<file path="src/design/dma_sel_pkg.sv">
// Package for the DMA channel-select register front end.
// Assumes a 32-bit plain register port with byte offsets as printed.
package dma_sel_pkg;
  localparam logic [7:0] OFF_DESC_BASE = 8'h34;
  localparam logic [7:0] OFF_WB_BASE = 8'h38;
  localparam logic [7:0] OFF_CH_SEL = 8'h3F;
  localparam logic [7:0] OFF_CTRL_LO = 8'h40;
  localparam logic [7:0] OFF_CTRL_HI = 8'h44;
  localparam logic [7:0] OFF_GLOBAL = 8'h00;
  localparam logic [7:0] OFF_CH_STATUS = 8'h04;
  localparam int SEL_W = 4;
  localparam int BIT_SOFT_RESET = 0;
  localparam int BIT_ENABLE = 1;
  localparam int BIT_CTRL_EN = 0;
  localparam int BIT_GUARD = 1;
  localparam int CTRL_HI_W = 26;
  localparam logic [31:0] BASE_RESET = 32'h0000_0000;
  localparam logic [25:0] CTRL_HI_RESET = 26'h000_0000;
  localparam logic [25:0] CTRL_HI_USED = 26'h3C0_3F7F;
  // Fields not enable-protected: command and priority level
  localparam logic [25:0] CTRL_HI_FREE = 26'h300_0060;
  localparam logic [1:0] CMD_NONE = 2'h0;
  localparam logic [1:0] CMD_SUSPEND = 2'h1;
  localparam logic [1:0] CMD_RESUME = 2'h2;
  localparam logic [1:0] TRIG_BLOCK = 2'h0;
  localparam logic [1:0] TRIG_BEAT = 2'h2;
  localparam logic [1:0] TRIG_TRANSACTION = 2'h3;
  localparam int RESET_CYCLES = 2;
  typedef struct packed {
    logic [1:0] command;
    logic [1:0] trigger_action;
    logic [5:0] trigger_source;
    logic [1:0] priority_level;
    logic event_output_enable;
    logic event_input_enable;
    logic [2:0] event_input_action;
  } ch_cfg_s;
endpackage

</file>
<file path="src/design/dma_channel_select_control.sv">
// Register front end of a multi-channel DMA controller: base addresses,
// channel selector, banked per-channel control and graceful disable.
// Assumes a single-cycle register master and a transfer engine that
// reports per-channel busy and burst completion on the same clock.
// Functional notes
// Selector holds 4-bit channel index, resets zero
// Software selects channel before per-channel access
// Channel control accesses hit selected channel only
// Disable during transfer waits for buffer drain
// Buffer empty only after current burst completes
// Enable bit writes one, reads channel state
// Enable bit writable while channel enabled
// Soft reset restores disabled channel's registers
// Soft reset ignored while channel enabled
// Soft reset reads one, self-clears when done
// Writing zero to soft reset does nothing
// Base registers reset zero, guarded, enable-locked
// Control low: enable bit1, reset bit0
// Command field: none, suspend, resume
// Trigger action: block, beat, transaction
// Higher priority level wins arbitration
// Base registers hold full readable addresses
//
// Implementation choice: the plain strobed port.
`timescale 1ns/100ps
module dma_channel_select_control #(
  parameter int CHANNELS = 12
) (
  // Clock, reset, clock enable
  input wire logic clk,
  input wire logic sys_rst,
  input wire logic clk_en,
  // Register port
  input wire logic [7:0] reg_addr,
  input wire logic [31:0] reg_wdata,
  input wire logic reg_wr,
  input wire logic reg_rd,
  output logic [31:0] reg_rdata,
  // Transfer engine status
  input wire logic [CHANNELS-1:0] ch_busy,
  input wire logic [CHANNELS-1:0] burst_done,
  // Configuration to the engine and arbiter
  output logic [31:0] descriptor_base_address,
  output logic [31:0] writeback_base_address,
  output logic [CHANNELS-1:0] ch_enable,
  output logic [CHANNELS-1:0] ch_abort,
  output logic [CHANNELS-1:0] ch_soft_reset,
  output logic [CHANNELS*26-1:0] ch_config
);

  logic [31:0] desc_base_q;
  logic [31:0] wb_base_q;
  logic [dma_sel_pkg::SEL_W-1:0] sel_q;
  logic ctrl_en_q;
  logic guard_q;
  logic [31:0] rdata_q;
  logic [CHANNELS-1:0] en_q;
  logic [CHANNELS-1:0] stop_q;
  logic [CHANNELS-1:0] srst_q;
  logic [1:0] srst_cnt_q [CHANNELS];
  logic [25:0] hi_q [CHANNELS];
  logic [CHANNELS-1:0] abort_q;

  // Address decode
  wire hit_desc = reg_addr == dma_sel_pkg::OFF_DESC_BASE;
  wire hit_wb = reg_addr == dma_sel_pkg::OFF_WB_BASE;
  wire hit_sel = reg_addr == dma_sel_pkg::OFF_CH_SEL;
  wire hit_lo = reg_addr == dma_sel_pkg::OFF_CTRL_LO;
  wire hit_hi = reg_addr == dma_sel_pkg::OFF_CTRL_HI;
  wire hit_glb = reg_addr == dma_sel_pkg::OFF_GLOBAL;
  wire hit_sts = reg_addr == dma_sel_pkg::OFF_CH_STATUS;
  wire wr = clk_en && reg_wr;
  wire sel_valid = 32'(sel_q) < CHANNELS;
  // Base registers locked by the guard or a running controller
  wire base_open = !guard_q && !ctrl_en_q;
  wire ch_open = !guard_q;

  // Selected channel views
  wire [CHANNELS-1:0] sel_onehot = sel_valid ? CHANNELS'(1) << sel_q : '0;
  wire sel_en = |(en_q & sel_onehot);
  wire sel_srst = |(srst_q & sel_onehot);
  wire [25:0] sel_hi = sel_valid ? hi_q[sel_q] : 26'h000_0000;
  wire [31:0] lo_view = {30'h0, sel_en, sel_srst};
  wire [31:0] hi_view = {6'h00, sel_hi & dma_sel_pkg::CTRL_HI_USED};

  // Field views of the selected channel and of the write data
  dma_sel_pkg::ch_cfg_s sel_cfg;
  dma_sel_pkg::ch_cfg_s wr_cfg;
  assign sel_cfg = {sel_hi[25:22], sel_hi[13:8], sel_hi[6:0]};
  assign wr_cfg = {reg_wdata[25:22], reg_wdata[13:8], reg_wdata[6:0]};

  // Read data mux, unmapped reads zero
  wire [31:0] rd_mux =
    hit_desc ? desc_base_q :
    hit_wb ? wb_base_q :
    hit_sel ? {28'h0, sel_q} :
    hit_lo ? lo_view :
    hit_hi ? hi_view :
    hit_glb ? {30'h0, guard_q, ctrl_en_q} :
    hit_sts ? {{(32-CHANNELS){1'b0}}, en_q} : 32'h0000_0000;

  // Global registers
  always_ff @(posedge clk)
  begin
    if (sys_rst)
    begin
      desc_base_q <= dma_sel_pkg::BASE_RESET;
      wb_base_q <= dma_sel_pkg::BASE_RESET;
      sel_q <= '0;
      ctrl_en_q <= 1'b0;
      guard_q <= 1'b0;
      rdata_q <= 32'h0000_0000;
    end
    else if (clk_en)
    begin
      if (wr && hit_desc && base_open)
        desc_base_q <= reg_wdata;
      if (wr && hit_wb && base_open)
        wb_base_q <= reg_wdata;
      if (wr && hit_sel)
        sel_q <= reg_wdata[dma_sel_pkg::SEL_W-1:0];
      if (wr && hit_glb)
      begin
        ctrl_en_q <= reg_wdata[dma_sel_pkg::BIT_CTRL_EN];
        guard_q <= reg_wdata[dma_sel_pkg::BIT_GUARD];
      end
      rdata_q <= reg_rd ? rd_mux : 32'h0000_0000;
    end
  end

  // Per-channel control
  genvar c;
  generate
    for (c = 0; c < CHANNELS; c++)
    begin : g_ch
      wire hit = sel_onehot[c];
      wire wr_lo = wr && hit_lo && hit && ch_open;
      wire wr_hi = wr && hit_hi && hit && ch_open;
      wire want_en = reg_wdata[dma_sel_pkg::BIT_ENABLE];
      // Soft reset only taken while disabled; zero writes ignored
      wire start_srst = wr_lo && reg_wdata[dma_sel_pkg::BIT_SOFT_RESET] && !en_q[c];
      wire [25:0] hi_mask = en_q[c] ? dma_sel_pkg::CTRL_HI_FREE : dma_sel_pkg::CTRL_HI_USED;
      wire srst_end = srst_q[c] && srst_cnt_q[c] == 2'(dma_sel_pkg::RESET_CYCLES - 1);

      always_ff @(posedge clk)
      begin
        if (sys_rst)
        begin
          en_q[c] <= 1'b0;
          stop_q[c] <= 1'b0;
          srst_q[c] <= 1'b0;
          srst_cnt_q[c] <= 2'h0;
          hi_q[c] <= dma_sel_pkg::CTRL_HI_RESET;
          abort_q[c] <= 1'b0;
        end
        else if (clk_en)
        begin
          abort_q[c] <= 1'b0;
          if (wr_lo && want_en && !srst_q[c])
          begin
            en_q[c] <= 1'b1;
            stop_q[c] <= 1'b0;
          end
          // Idle channel drops at once, no abort pulse, no pending stop
          else if (wr_lo && !want_en && en_q[c])
          begin
            if (ch_busy[c])
              stop_q[c] <= 1'b1;
            else
            begin
              en_q[c] <= 1'b0;
              stop_q[c] <= 1'b0;
            end
          end
          else if (stop_q[c] && (burst_done[c] || !ch_busy[c]))
          begin
            en_q[c] <= 1'b0;
            stop_q[c] <= 1'b0;
            abort_q[c] <= 1'b1;
          end
          if (wr_hi)
            hi_q[c] <= (hi_q[c] & ~hi_mask) | (reg_wdata[25:0] & hi_mask);
          if (start_srst)
          begin
            srst_q[c] <= 1'b1;
            srst_cnt_q[c] <= 2'h0;
          end
          else if (srst_end)
          begin
            srst_q[c] <= 1'b0;
            hi_q[c] <= dma_sel_pkg::CTRL_HI_RESET;
          end
          else if (srst_q[c])
            srst_cnt_q[c] <= srst_cnt_q[c] + 2'h1;
        end
      end

      assign ch_config[c*26 +: 26] = hi_q[c];

    end
  endgenerate

  // Outputs from flip-flops
  assign reg_rdata = rdata_q;
  assign descriptor_base_address = desc_base_q;
  assign writeback_base_address = wb_base_q;
  assign ch_enable = en_q;
  assign ch_abort = abort_q;
  assign ch_soft_reset = srst_q;
endmodule

</file>
<file path="config.mk">
export PLATFORM = sky130hd
export DESIGN_NAME = dma_channel_select_control
export DESIGN_NICKNAME = d
export VERILOG_FILES = /design/src/design/dma_sel_pkg.sv /design/src/design/dma_channel_select_control.sv
export SDC_FILE = /design/constraint.sdc
export NUM_CORES = 1
export LEC_CHECK = 0
export ABC_AREA = 1
export BUFFER_PORTS_ARGS = -buffer_cell sky130_fd_sc_hd__buf_2
export CAP_MARGIN = 10
export CORE_AREA = 2 2 202 204
export CTS_BUF_LIST = sky130_fd_sc_hd__clkbuf_4 sky130_fd_sc_hd__clkbuf_8
export DETAILED_ROUTE_END_ITERATION = 12
export DIE_AREA = 0 0 204 206
export GPL_TIMING_DRIVEN = 0
export PLACE_DENSITY_LB_ADDON = 0.2
export SYNTH_ARGS = -nofsm -noshare
export SYNTH_HDL_FRONTEND = slang
export SYNTH_SLANG_ARGS = --single-unit
</file>
<file path="constraint.sdc">
create_clock -name clk -period 8.7 [get_ports clk]
set_input_delay 0.87 -clock clk [delete_from_list [all_inputs] [get_ports clk]]
set_output_delay 0.87 -clock clk [all_outputs]
set_load 0.005 [all_outputs]
</file>
==> results.cfg <==
[route]
drc = 0
drtIter0Drc = 2782
wl_per_cell_um = 23.3
dr.pass1.iters = 6
num_vias = 21100
ant_nets = 0
avgViaCountPerCell = 5.66
wl_mm = 87.1

[clocking]
cts_sinks = 382
postCtsResizedCells = 0
clk_path_buf_depth = 3
cts_hold_buf = 0
cts_buffers = 68
clock_latency_ns = 0.66
root_buffer = clkbuf_8
cts_tree = yes
cts_setup_buffers = 0
ctsHtreeMaxLevel = 3
path_clk_slew_ns = 0.06

[grt]
antenna_found_initial = 2
grt_pass1_vias = 19700
grt_overflow = 0
grt_usage = 0.403
grt_pass1_wl_mm = 124
grt_max_degree = 18

[setup_path]
critical_path_class = primary input to register
startpoint_type = primary input
endpoint_kind = register
critPathSlowestCell = o21ai_2
crit_top_cell = inv_1
critPathMaxStageDelay_ns = 1.00
worstPathRequired_ns = 8.96
cp.arrival_ns = 3.54
crit_fanout = 17
path_cells = buf_2 > nand2_1 > nor2_1 > inv_1 > nor2_2 > inv_1 > clkbuf_1 > o21ai_2
rrSetupSlack_ns = 5.75

[power_and_ir_drop]
cellPowerDensity_mw_per_mm2 = 158
max-vdd-ir-drop_v = 0.000110
power.leakage_nw = 11.4
power_mw = 3.96

[sta]
finClkSkew_ns = 0.0355
timing.hold.ws_ns = 0.447
hold_viol_final = 0
worst_pin_slew_ns = 1.21
finalCriticalPeriod_ns = 3.28
finalSetupViolCount = 0
final.period_utilization = 0.377
finalMaxSlewViolations = 0
max_freq_mhz = 305
setup_tns_ns = 0
relSlewSlack = 0.194
rsz0062_at_grt = no

[yosys]
synthAdderAreaFrac = 0.00733
post_synth_mux_area_share = 0.0171
yosys.area.top_type_share = 0.334
synth-xor-area-share = 0
ys_seq_elements = 382
synth_area_leaders = edfxtp_1 (33%), dfxtp_1 (15%), nand2_1 (8.7%), o21ai_0 (7.2%), inv_1 (5.2%)
synth_cells = 2568
ys_warn_count = 0
yosys.area_share.simple = 0.225
yosysSeqAreaShare = 0.485
ys_types = 44
synth_top_family_by_area = simple AND/OR/NAND/NOR gates
yosysTopAreaCell = edfxtp_1
synth_compound_gate_area_share = 0.138
syn_area_per_cell_um2 = 7.98
syn_area_mm2 = 0.0205

[finish]
regArea_mm2 = 0.00993
final_cells = 3735
design_area_mm2 = 0.0250
final_nets = 3237
drive_gt1_frac = 0.239
n_fill_cell = 3771
multi_input_area_mm2 = 0.00837
area_growth_pct = 22.3

[floorplanning]
initial_core_util = 0.510
die_height_um = 206
io_pins = 513
die_w_um = 204
rows = 74
core_mm2 = 0.0402
dieArea_mm2 = 0.0420

[status]
status = finished clean

[worst_hold_path]
min_path_type = register to register

[place]
gp_congestion = 0.962
hpwl_mm = 66.8
port_buffers = 402
place_inst = 3618
post_dp_cell_area_mm2 = 0.0237

[run]
cap_violations = 0
power by group:
| group | total, mW | switching, mW | internal [mW] |
|---|---|---|---|
| clock network | 1.67 | 0.785 | 0.889 |
| logic | 0.302 | 0.196 | 0.107 |
| registers | 1.99 | 0.0371 | 1.95 |
| total | 3.96 | 1.02 | 2.95 |
synth_stat cells:
cell / n
nand2_1: 473
o21ai_0: 293
inv_1: 286
nor2_1: 260
edfxtp_1: 228
a21oi_1: 183
nand3_1: 161
dfxtp_1: 154
clkbuf_1: 120
buf_4: 109
nand4_1: 36
mux2i_1: 35
nor2_2: 33
buf_2: 21
nand3_2: 20
o22ai_1: 17
nor2_4: 14
or2_2: 14
buf_1: 13
ha_1: 12
o211ai_1: 12
a211oi_1: 11
nor3_1: 11
inv_2: 10
a31oi_1: 5
buf_6: 4
clkinv_1: 4
a21boi_0: 3
a21o_1: 3
a31oi_2: 3
o211a_1: 3
and2_1: 2
nand3_4: 2
nand3b_1: 2
nor4_1: 2
and2_0: 1
buf_12: 1
clkinv_4: 1
conb_1: 1
nand2_4: 1
nor3_2: 1
nor4_2: 1
o21bai_1: 1
o221ai_1: 1
cell families after synthesis:
logic type | Yosys count
flip-flops | 382
adder cells (fa/ha/maj) | 12
AO/OA/AOI/OAI | 535
other | 1
multiplexers | 35
AND/OR/NAND/NOR | 1034
buffers and inverters | 569
critical path: cells and delay by family:
kind / cells / cell delay [ns]
AOI/OAI and AO/OA: 1 / 1.00
and+or+nand+nor: 3 / 0.70
buffers and inverters: 4 / 0.93
cell usage in the layout, fill, tap and decap left out, types with 10 or more instances in the layout:
cell | synthesis | layout
a211oi_1 | 11 | 11
a21oi_1 | 183 | 183
buf_1 | 13 | 13
buf_2 | 21 | 423
buf_4 | 109 | 109
clkbuf_1 | 120 | 120
clkbuf_4 | 0 | 30
clkbuf_8 | 0 | 72
clkinv_1 | 4 | 10
conb_1 | 1 | 108
dfxtp_1 | 154 | 154
edfxtp_1 | 228 | 228
ha_1 | 12 | 12
inv_1 | 286 | 286
inv_2 | 10 | 10
mux2i_1 | 35 | 35
nand2_1 | 473 | 473
nand3_1 | 161 | 161
nand3_2 | 20 | 20
nand4_1 | 36 | 36
nor2_1 | 260 | 260
nor2_2 | 33 | 33
nor2_4 | 14 | 14
nor3_1 | 11 | 11
o211ai_1 | 12 | 12
o21ai_0 | 293 | 283
o21ai_2 | 0 | 10
o22ai_1 | 17 | 17
or2_2 | 14 | 14
area by class of cell:
type,count,area share
clock inverters,14,0.00305
inverters,301,0.0453
well taps,532,0.0266
plain buffers,268,0.0594
flip-flops and latches,382,0.397
clock buffers,102,0.0486
multi-input cells,1724,0.334
diodes,1,0.0000999
repair buffers,411,0.0862
routing by layer:
layer	vias to the layer above	share of wire	global-route usage
li1	9459	-	-
met1	9787	0.36	0.497
met2	1575	0.45	0.638
met3	325	0.12	0.0989
met4	0	0.072	0.250
met5	-	0	0
sequential cells by signal (all words and copies together), names as in the netlist, named ones only:
| name | cells |
|---|---|
| ch_abort | 12 |
| ch_enable | 12 |
| ch_soft_reset | 12 |
| ctrl_en_q | 1 |
| descriptor_base_address | 32 |
| guard_q | 1 |
| hi_q | 204 |
| reg_rdata | 32 |
| sel_q | 4 |
| srst_cnt_q | 24 |
| stop_q | 12 |
| writeback_base_address | 32 |
metrics by stage:
step                      setup WS [ns]  utilization
after floorplan                    5.20            -
after global placement             3.28        0.586
after detailed placement           4.83        0.591
after CTS                          5.53        0.623
after global routing               5.41        0.623
final                              5.42        0.623
final timing paths:
check | start | end | cells after the start
worst min register to register | stop_q[5]$_SDFFE_PP0P_ | stop_q[5]$_SDFFE_PP0P_ | 2
worst min-delay path | stop_q[5]$_SDFFE_PP0P_ | stop_q[5]$_SDFFE_PP0P_ | 2
worst max-delay path | clk_en | hi_q[0][13]$_SDFFCE_PP0P_ | 8
worst max register to register | guard_q$_SDFFE_PP0P_ | hi_q[0][13]$_SDFFCE_PP0P_ | 6
(Power assumes the default switching activity.)
